### config.mk
export PLATFORM = sky130hd
export DESIGN_NAME = froe_exec
export DESIGN_NICKNAME = d
export VERILOG_FILES = /design/src/design/froe_alu.v /design/src/design/froe_exec.v
export VERILOG_INCLUDE_DIRS = /design/src /design/src/design
export SDC_FILE = /design/constraint.sdc
export NUM_CORES = 1
export LEC_CHECK = 0
export ABC_AREA = 0
export BUFFER_PORTS_ARGS = -buffer_cell sky130_fd_sc_hd__buf_2
export CAP_MARGIN = 20
export CORE_MARGIN = 8
export CORE_UTILIZATION = 26
export DETAILED_ROUTE_END_ITERATION = 7
export HOLD_SLACK_MARGIN = 0.06
export PLACE_DENSITY_LB_ADDON = 0.15
export SLEW_MARGIN = 20
export SYNTH_ARGS = -nofsm -noshare
export SYNTH_HDL_FRONTEND = slang
export SYNTH_SLANG_ARGS = --single-unit
### constraint.sdc
create_clock -name clk -period 2.8 [get_ports clk]
set_input_delay 0 -clock clk [delete_from_list [all_inputs] [get_ports clk]]
set_output_delay 0 -clock clk [all_outputs]
set_load 0.02 [all_outputs]
### src/design/froe_defines.vh
// Purpose: Constants for the file-register operation execute block.
// Assumes: 14-bit instruction words, 8-bit data path.
// Notes: Included by both design files.
`ifndef FROE_DEFINES_VH
`define FROE_DEFINES_VH
// ****************************************
// Opcode fields
// ****************************************
`define FROE_OP_SUM 6'h07
`define FROE_OP_MASK 6'h05
`define FROE_OP_BITCLR 4'h4
`define FROE_OP_BITTST 4'h6
`define FROE_D_BIT 7
`define FROE_NOP_WORD 14'h0000
// ****************************************
// Status flag positions
// ****************************************
`define FROE_FLAG_C 0
`define FROE_FLAG_NIBBLE 1
`define FROE_FLAG_Z 2
// ****************************************
// Phases, reset values and timer count address
// ****************************************
`define FROE_Q1 2'h0
`define FROE_Q2 2'h1
`define FROE_Q3 2'h2
`define FROE_Q4 2'h3
`define FROE_ACC_RESET 8'h00
`define FROE_TIMER_COUNT_ADDR 7'h01
`endif

### src/design/froe_alu.v
// Purpose: Arithmetic and bit logic for the execute block.
// Assumes: Operands are stable during the process phase.
// Notes: Purely combinational.
`timescale 1ns/10ps
`include "froe_defines.vh"
module froe_alu (
	// Operation select
	input wire [1:0] op_sel,
	input wire [2:0] bit_pos,
	// Operands
	input wire [7:0] acc,
	input wire [7:0] operand,
	// Results
	output reg [7:0] result,
	output reg carry,
	output reg nibble_carry,
	output wire zero,
	output wire tested_bit
);
	reg [4:0] low_sum;
	reg [8:0] full_sum;
	assign zero = (result == 8'h00);
	assign tested_bit = operand[bit_pos];
	always @*
	begin
		low_sum = {1'b0, acc[3:0]} + {1'b0, operand[3:0]};
		full_sum = {1'b0, acc} + {1'b0, operand};
		carry = full_sum[8];
		nibble_carry = low_sum[4];
		case (op_sel)
			2'h0: result = full_sum[7:0];
			2'h1: result = acc & operand;
			2'h2: result = operand & ~(8'h01 << bit_pos);
			default: result = operand;
		endcase
	end
endmodule // froe_alu

### src/design/froe_exec.v
// Purpose: Executes add, AND, bit-clear and test-skip file operations.
// Assumes: One new instruction word is presented per instruction cycle.
// Notes: Each instruction cycle is four clocks, one per phase.
//
// Summary of operation
// - Decode add, update carry, nibble, zero.
// - Select bit zero to accumulator, one to file.
// - Decode AND, update zero flag only.
// - Bit clear forces one bit low, no flags.
// - Test bit set executes next instruction normally.
// - Test bit clear discards next, runs no-op.
// - Single cycle: decode, read, process, write.
// - Test writes nothing; skip cycle all no-ops.
// - Port operands come from pins, not latch.
// - Timer count write clears assigned prescaler.
`timescale 1ns/10ps
`include "froe_defines.vh"
module froe_exec (
	// Clock and reset
	input wire clk,
	input wire reset_n,
	// Instruction stream
	input wire [13:0] instr,
	// File register read port
	input wire [7:0] file_rdata,
	input wire [7:0] port_pin_data,
	input wire file_is_port,
	input wire prescaler_to_timer,
	// File register write port
	output reg [6:0] file_addr,
	output reg file_rd,
	output reg file_we,
	output reg [7:0] file_wdata,
	output reg prescaler_clear,
	// Core state
	output reg [7:0] acc,
	output reg [2:0] status_flags,
	output reg [1:0] phase,
	output reg skip_cycle,
	output reg instr_done
);
	// ****************************************
	// Decode
	// ****************************************
	localparam OP_NONE = 3'h0;
	localparam OP_SUM = 3'h1;
	localparam OP_MASK = 3'h2;
	localparam OP_CLR = 3'h3;
	localparam OP_TST = 3'h4;
	reg [13:0] ir;
	reg [2:0] op;
	reg [7:0] operand;
	reg [7:0] res;
	reg res_c;
	reg res_nibble;
	reg res_z;
	reg skip_pending;
	wire [7:0] alu_result;
	wire alu_c;
	wire alu_nibble;
	wire alu_z;
	wire alu_bit;
	wire [2:0] next_op;
	wire dest_file;
	function [2:0] decode_op;
		input [13:0] w;
		begin
			if (w[13:8] == `FROE_OP_SUM)
				decode_op = OP_SUM;
			else if (w[13:8] == `FROE_OP_MASK)
				decode_op = OP_MASK;
			else if (w[13:10] == `FROE_OP_BITCLR)
				decode_op = OP_CLR;
			else if (w[13:10] == `FROE_OP_BITTST)
				decode_op = OP_TST;
			else
				decode_op = OP_NONE;
		end
	endfunction
	assign next_op = decode_op(instr);
	assign dest_file = ir[`FROE_D_BIT];
	froe_alu u_alu (
		.op_sel((op == OP_SUM) ? 2'h0 : (op == OP_MASK) ? 2'h1 :
			(op == OP_CLR) ? 2'h2 : 2'h3),
		.bit_pos(ir[9:7]),
		.acc(acc),
		.operand(operand),
		.result(alu_result),
		.carry(alu_c),
		.nibble_carry(alu_nibble),
		.zero(alu_z),
		.tested_bit(alu_bit)
	);
	// ****************************************
	// Four-phase sequencing
	// ****************************************
	always @(posedge clk)
	begin
		if (!reset_n)
		begin
			phase <= `FROE_Q1;
			ir <= `FROE_NOP_WORD;
			op <= OP_NONE;
			operand <= 8'h00;
			res <= 8'h00;
			res_c <= 1'b0;
			res_nibble <= 1'b0;
			res_z <= 1'b0;
			skip_pending <= 1'b0;
			skip_cycle <= 1'b0;
			acc <= `FROE_ACC_RESET;
			status_flags <= 3'h0;
			file_addr <= 7'h00;
			file_rd <= 1'b0;
			file_we <= 1'b0;
			file_wdata <= 8'h00;
			prescaler_clear <= 1'b0;
			instr_done <= 1'b0;
		end
		else
		begin
			phase <= phase + 2'h1;
			file_rd <= 1'b0;
			file_we <= 1'b0;
			prescaler_clear <= 1'b0;
			instr_done <= 1'b0;
			case (phase)
				`FROE_Q1:
				begin
					skip_cycle <= skip_pending;
					skip_pending <= 1'b0;
					if (skip_pending)
					begin
						ir <= `FROE_NOP_WORD;
						op <= OP_NONE;
					end
					else
					begin
						ir <= instr;
						op <= next_op;
						file_addr <= instr[6:0];
						file_rd <= (next_op != OP_NONE);
					end
				end
				`FROE_Q2:
				begin
					operand <= file_is_port ? port_pin_data : file_rdata;
				end
				`FROE_Q3:
				begin
					res <= alu_result;
					res_c <= alu_c;
					res_nibble <= alu_nibble;
					res_z <= alu_z;
					if (op == OP_TST)
						skip_pending <= ~alu_bit;
				end
				default:
				begin
					instr_done <= 1'b1;
					case (op)
						OP_SUM, OP_MASK:
						begin
							if (dest_file)
							begin
								file_we <= 1'b1;
								file_wdata <= res;
								prescaler_clear <= prescaler_to_timer &&
									(file_addr == `FROE_TIMER_COUNT_ADDR);
							end
							else
								acc <= res;
							status_flags[`FROE_FLAG_Z] <= res_z;
							if (op == OP_SUM)
							begin
								status_flags[`FROE_FLAG_C] <= res_c;
								status_flags[`FROE_FLAG_NIBBLE] <= res_nibble;
							end
						end
						OP_CLR:
						begin
							file_we <= 1'b1;
							file_wdata <= res;
							prescaler_clear <= prescaler_to_timer &&
								(file_addr == `FROE_TIMER_COUNT_ADDR);
						end
						default:
						begin
							file_we <= 1'b0;
						end
					endcase
				end
			endcase
		end
	end
endmodule // froe_exec

==> impl_results.html <==
<table>
<tr><th>Metric</th><th>Value</th></tr>
<tr><th colspan="2">Yosys</th></tr>
<tr><td>Post-synth EDFFs</td><td>0</td></tr>
<tr><td>Sequential share of the synthesized area</td><td>40.34%</td></tr>
<tr><td>Cell taking the most area after synthesis</td><td>sky130_fd_sc_hd__dfxtp_1</td></tr>
<tr><td>Average cell area after synthesis</td><td>8.792 sq um</td></tr>
<tr><td>Top cells by area, synth</td><td>sky130_fd_sc_hd__dfxtp_1 40%, sky130_fd_sc_hd__mux2i_1 10%, sky130_fd_sc_hd__nor2_1 7.3%, sky130_fd_sc_hd__ha_1 6.4%, sky130_fd_sc_hd__nand2_1 3.7%</td></tr>
<tr><td>Async set-reset flop share out of synthesis</td><td>0%</td></tr>
<tr><td>Commonest cells post-synth</td><td>59 x sky130_fd_sc_hd__dfxtp_1, 57 x sky130_fd_sc_hd__nor2_1, 30 x sky130_fd_sc_hd__mux2i_1</td></tr>
<tr><td>Count of cell types in the netlist</td><td>50</td></tr>
<tr><td>Yosys warning count</td><td>0</td></tr>
<tr><td>Flip-flop and latch count after synthesis</td><td>59</td></tr>
<tr><td>Flip-flop cell with the highest count after synthesis</td><td>sky130_fd_sc_hd__dfxtp_1</td></tr>
<tr><td>Mapped Area</td><td>2928 sq um</td></tr>
<tr><td>Fraction of synthesized cell area taken by the top area cell type</td><td>40.34%</td></tr>
<tr><td>Top-count cell post-synth</td><td>sky130_fd_sc_hd__dfxtp_1</td></tr>
<tr><td>Synth Net Count</td><td>383</td></tr>
<tr><td>Number of instances in the synthesized netlist</td><td>333</td></tr>
<tr><th colspan="2">STA</th></tr>
<tr><td>Clock skew after layout</td><td>0.006485 ns</td></tr>
<tr><td>Setup repair after global routing missed its margin</td><td>false</td></tr>
<tr><td>Headroom to the max-slew limit</td><td>43.23%</td></tr>
<tr><td>Setup_tns</td><td>0 ns</td></tr>
<tr><td>Peak clock frequency supported by timing</td><td>0.3833 GHz</td></tr>
<tr><td>Pins over their slew limit</td><td>0</td></tr>
<tr><td>Final critical-path required period</td><td>2.609 ns</td></tr>
<tr><td>Worst-margin pin slew</td><td>0.8503 ns</td></tr>
<tr><td>Total setup violations reported at the end of the flow</td><td>0</td></tr>
<tr><td>Final Hold Viols</td><td>0</td></tr>
<tr><td>Period Utilization, post-route</td><td>93.17%</td></tr>
<tr><th colspan="2">Critical path</th></tr>
<tr><td>Critical path launch point</td><td>op[0]</td></tr>
<tr><td>CP Data Arrival Time</td><td>2.85 ns</td></tr>
<tr><td>Cell breakdown of the critical path</td><td>nor2b_1 -&gt; ha_4 -&gt; buf_4 -&gt; nand2_1 -&gt; o32ai_1 -&gt; o21bai_1 -&gt; a22oi_1 -&gt; or4b_1 -&gt; o31ai_1</td></tr>
<tr><td>Critical path class</td><td>reg2reg</td></tr>
<tr><td>Cell with the largest stage delay on the worst path</td><td>sky130_fd_sc_hd__or4b_1</td></tr>
<tr><td>Startpoint of the worst-slack reg-to-reg timing path</td><td>op[0]</td></tr>
<tr><td>Data required time at the worst endpoint</td><td>3.04 ns</td></tr>
<tr><td>Largest incremental delay on the critical path</td><td>0.49 ns</td></tr>
<tr><td>Critical path capture point type</td><td>register</td></tr>
<tr><td>Critical Path Source Type</td><td>register</td></tr>
<tr><td>Highest net fanout along the worst path</td><td>8</td></tr>
<tr><th colspan="2">Final layout</th></tr>
<tr><td>Area of the multi-input gates</td><td>1659 sq um</td></tr>
<tr><td>Post-layout nets</td><td>485</td></tr>
<tr><td>Fillers</td><td>1,129</td></tr>
<tr><td>Fraction of layout instances using a drive strength above 1</td><td>23.64%</td></tr>
<tr><td>Ant diodes</td><td>0</td></tr>
<tr><td>Syn-to-layout area delta</td><td>40.94%</td></tr>
<tr><td>Sequential Area</td><td>1182 sq um</td></tr>
<tr><th colspan="2">Die</th></tr>
<tr><td>Chip width</td><td>122.1 um</td></tr>
<tr><td>Starting Density</td><td>26.77%</td></tr>
<tr><td>Site row count</td><td>38</td></tr>
<tr><td>Number of ports placed on the die boundary</td><td>67</td></tr>
<tr><td>CORE AREA</td><td>10,940 sq um</td></tr>
<tr><td>Die area</td><td>14,910 sq um</td></tr>
<tr><td>Vertical extent of the die</td><td>122.1 um</td></tr>
<tr><th colspan="2">Drt</th></tr>
<tr><td>Number of DRC markers in iteration 0</td><td>147</td></tr>
<tr><td>Vias</td><td>2,712</td></tr>
<tr><td>Number of nets with antenna violations after routing</td><td>0</td></tr>
<tr><td>Number of iterations in the first detailed-routing pass</td><td>4</td></tr>
<tr><td>Per-cell via count in the routed design</td><td>4.676</td></tr>
<tr><td>Total Routed Length</td><td>9053 um</td></tr>
<tr><td>WL per Instance</td><td>15.61 um</td></tr>
<tr><td>Number of design rule violations left after detail routing</td><td>0</td></tr>
<tr><th colspan="2">Power</th></tr>
<tr><td>Logic pwr share</td><td>12.3%</td></tr>
<tr><td>Power density relative to cell area</td><td>605.2 nW/um^2</td></tr>
<tr><td>Internal cell power</td><td>1.891 mW</td></tr>
<tr><td>Worst-case vdd ir drop</td><td>0.2940 mV</td></tr>
<tr><td>Overall power consumption</td><td>2.497 mW</td></tr>
<tr><td>Static Leakage</td><td>1.804 nW</td></tr>
<tr><td>Share of power burned in registers</td><td>37.0%</td></tr>
<tr><td>Switching part of the total</td><td>24.27%</td></tr>
<tr><td>Switching Power</td><td>606.2 uW</td></tr>
<tr><td>Clock share of power</td><td>50.7%</td></tr>
<tr><th colspan="2">CTS</th></tr>
<tr><td>H-tree Lvls</td><td>3</td></tr>
<tr><td>Clock tree from TritonCTS</td><td>yes</td></tr>
<tr><td>Clock tree sinks</td><td>59</td></tr>
<tr><td>Clock-pin slew of the registers on the worst-case setup and hold paths</td><td>0.05 ns</td></tr>
<tr><td>Clock latency reported for the late side of the worst-skew pair</td><td>0.33 ns</td></tr>
<tr><td>Num CTS Buffers</td><td>9</td></tr>
<tr><td>Buffer type at the clock tree root</td><td>sky130_fd_sc_hd__clkbuf_16</td></tr>
<tr><td>Maximum number of buffers from clock root to sink</td><td>2</td></tr>
<tr><th colspan="2">Run</th></tr>
<tr><td>Max-cap violation count</td><td>0</td></tr>
<tr><th colspan="2">Global route</th></tr>
<tr><td>Overflow left after global routing</td><td>0</td></tr>
<tr><td>Met2 global-route usage</td><td>20.57%</td></tr>
<tr><td>Overall global routing resource usage</td><td>12.60%</td></tr>
<tr><td>Met1 track utilization from global routing</td><td>15.14%</td></tr>
<tr><td>Via count of the first global-routing pass</td><td>2,750</td></tr>
<tr><td>Wire length of the first global-routing pass</td><td>14,590 um</td></tr>
<tr><td>GRT Max-Usage Layer</td><td>met2</td></tr>
<tr><td>Antenna violations before repair</td><td>0</td></tr>
<tr><td>Maximum number of pins on one net before global-route repair</td><td>49</td></tr>
<tr><td>Met3 GRT Util</td><td>4.211%</td></tr>
<tr><th colspan="2">Run status</th></tr>
<tr><td>Status</td><td>finished, final reports clean</td></tr>
<tr><th colspan="2">Placement</th></tr>
<tr><td>Final weighted congestion in routability-driven placement</td><td>0.8486</td></tr>
<tr><td>Post-DP HPWL</td><td>6637 um</td></tr>
<tr><td>Number of buffers added on ports</td><td>66</td></tr>
<tr><th colspan="2">Worst hold path</th></tr>
<tr><td>Class of the tightest hold or removal check</td><td>in2reg</td></tr>
<tr><td>Launch instance of the worst min-delay path</td><td>port_pin_data[1]</td></tr>
</table>
path summary, 6_finish.rpt:
check / end / slack (ns) / cells past startpoint
max: res_z / 0.19 / 9
min: operand[1] / 0.07 / 3
max reg2reg: res_z / 0.19 / 9
min reg2reg: status_flags[2] / 0.46 / 2
state kept, by name, summed over array words and instances, names as in the netlist:
name             flops
ir                   3
instr_done           1
res_z                1
op                   3
status_flags         3
res_c                1
prescaler_clear      1
res_nibble           1
file_wdata           8
skip_pending         1
operand              8
res                  8
file_rd              1
file_we              1
phase                2
acc                  8
skip_cycle           1
file_addr            7
cell families after synthesis:
family | Yosys count | synth area share, %
buffers and inverters | 30 | 3.974
flip-flops | 59 | 40.34
XOR/XNOR | 3 | 0.8976
adder cells (fa/ha/maj) | 16 | 7.094
AO/OA/AOI/OAI | 74 | 17.09
multiplexers | 32 | 11.79
AND/OR/NAND/NOR | 119 | 18.80
final cells by class:
cell class                 instances  share of cell area, %
inverter                          14                  1.273
sequential                        59                  28.65
multi-input combinational        244                  40.21
clock inverter                     7                  2.820
clock buffer                       9                  5.458
tap                              140                  4.245
timing repair buffer             107                  17.34
stage by stage:
step                util [%]  hold WS [ns]  cell area [sq um]  instances  setup WS (ns)
detailed placement     31.43        0.2427               3437        532        0.05800
global route           37.73       0.07143               4126        580        0.01924
global placement       31.43        0.2428               3437        532         0.1893
CTS                    37.39       0.06310               4089        579        0.04249
floorplan                  -        0.1021               2928        333         0.3471
finish                 37.73       0.07274               4126        580         0.1914
worst max-delay path, delay by kind of cell, from the launching register on:
family / cells / cell delay, ns
DFF: 1 / 0.40
buffers and inverters: 1 / 0.14
AOI/OAI and AO/OA: 4 / 0.80
adders and majority gates: 1 / 0.25
and+or+nand+nor: 3 / 0.93
cell usage in the layout (no fill, tap or decap), types with 3 or more instances in the layout:
cell type | netlist | routed
sky130_fd_sc_hd__clkbuf_16 | 0 | 9
sky130_fd_sc_hd__nor2b_1 | 3 | 3
sky130_fd_sc_hd__inv_1 | 11 | 11
sky130_fd_sc_hd__o21ai_1 | 7 | 7
sky130_fd_sc_hd__a211oi_1 | 13 | 13
sky130_fd_sc_hd__o21a_1 | 3 | 3
sky130_fd_sc_hd__nor2_1 | 57 | 57
sky130_fd_sc_hd__nand2_1 | 29 | 29
sky130_fd_sc_hd__a21oi_1 | 15 | 14
sky130_fd_sc_hd__dlygate4sd3_1 | 0 | 31
sky130_fd_sc_hd__mux2i_1 | 30 | 30
sky130_fd_sc_hd__a22oi_1 | 4 | 4
sky130_fd_sc_hd__buf_2 | 3 | 66
sky130_fd_sc_hd__o21ai_0 | 11 | 11
sky130_fd_sc_hd__o31ai_1 | 4 | 4
sky130_fd_sc_hd__inv_2 | 3 | 3
sky130_fd_sc_hd__dfxtp_1 | 59 | 58
sky130_fd_sc_hd__bufinv_16 | 0 | 3
sky130_fd_sc_hd__nor4b_1 | 5 | 5
sky130_fd_sc_hd__ha_1 | 15 | 13
sky130_fd_sc_hd__nand2b_1 | 4 | 4
sky130_fd_sc_hd__nor3_1 | 3 | 3
sky130_fd_sc_hd__buf_4 | 0 | 10
power by group through the flow:
stage | Clock, mW | Sequential [mW] | Combinational [mW]
floorplan | 0 | 0.937 | 0.168
global placement | 0 | 0.943 | 0.267
detailed placement | 0 | 0.943 | 0.267
CTS | 1.30 | 0.924 | 0.305
global route | 1.35 | 0.930 | 0.341
finish | 1.27 | 0.924 | 0.308
routing by layer:
| layer | up-vias | part of all wire, % |
|---|---|---|
| met5 | - | 0 |
| met4 | 0 | 1.2 |
| met3 | 9 | 6.4 |
| met2 | 59 | 46 |
| met1 | 1250 | 46 |
| li1 | 1394 | - |
repair_timing:
item | 4_1_cts | 5_1_grt
buffers inserted | 0 | 1
endpoints found under the setup margin | 0 | 1
hold buffers | 31 | 0
hold endpoints to repair | 27 | 0
gates resized for setup | 0 | 6
Note: power is estimated with default switching activity, not from simulation.
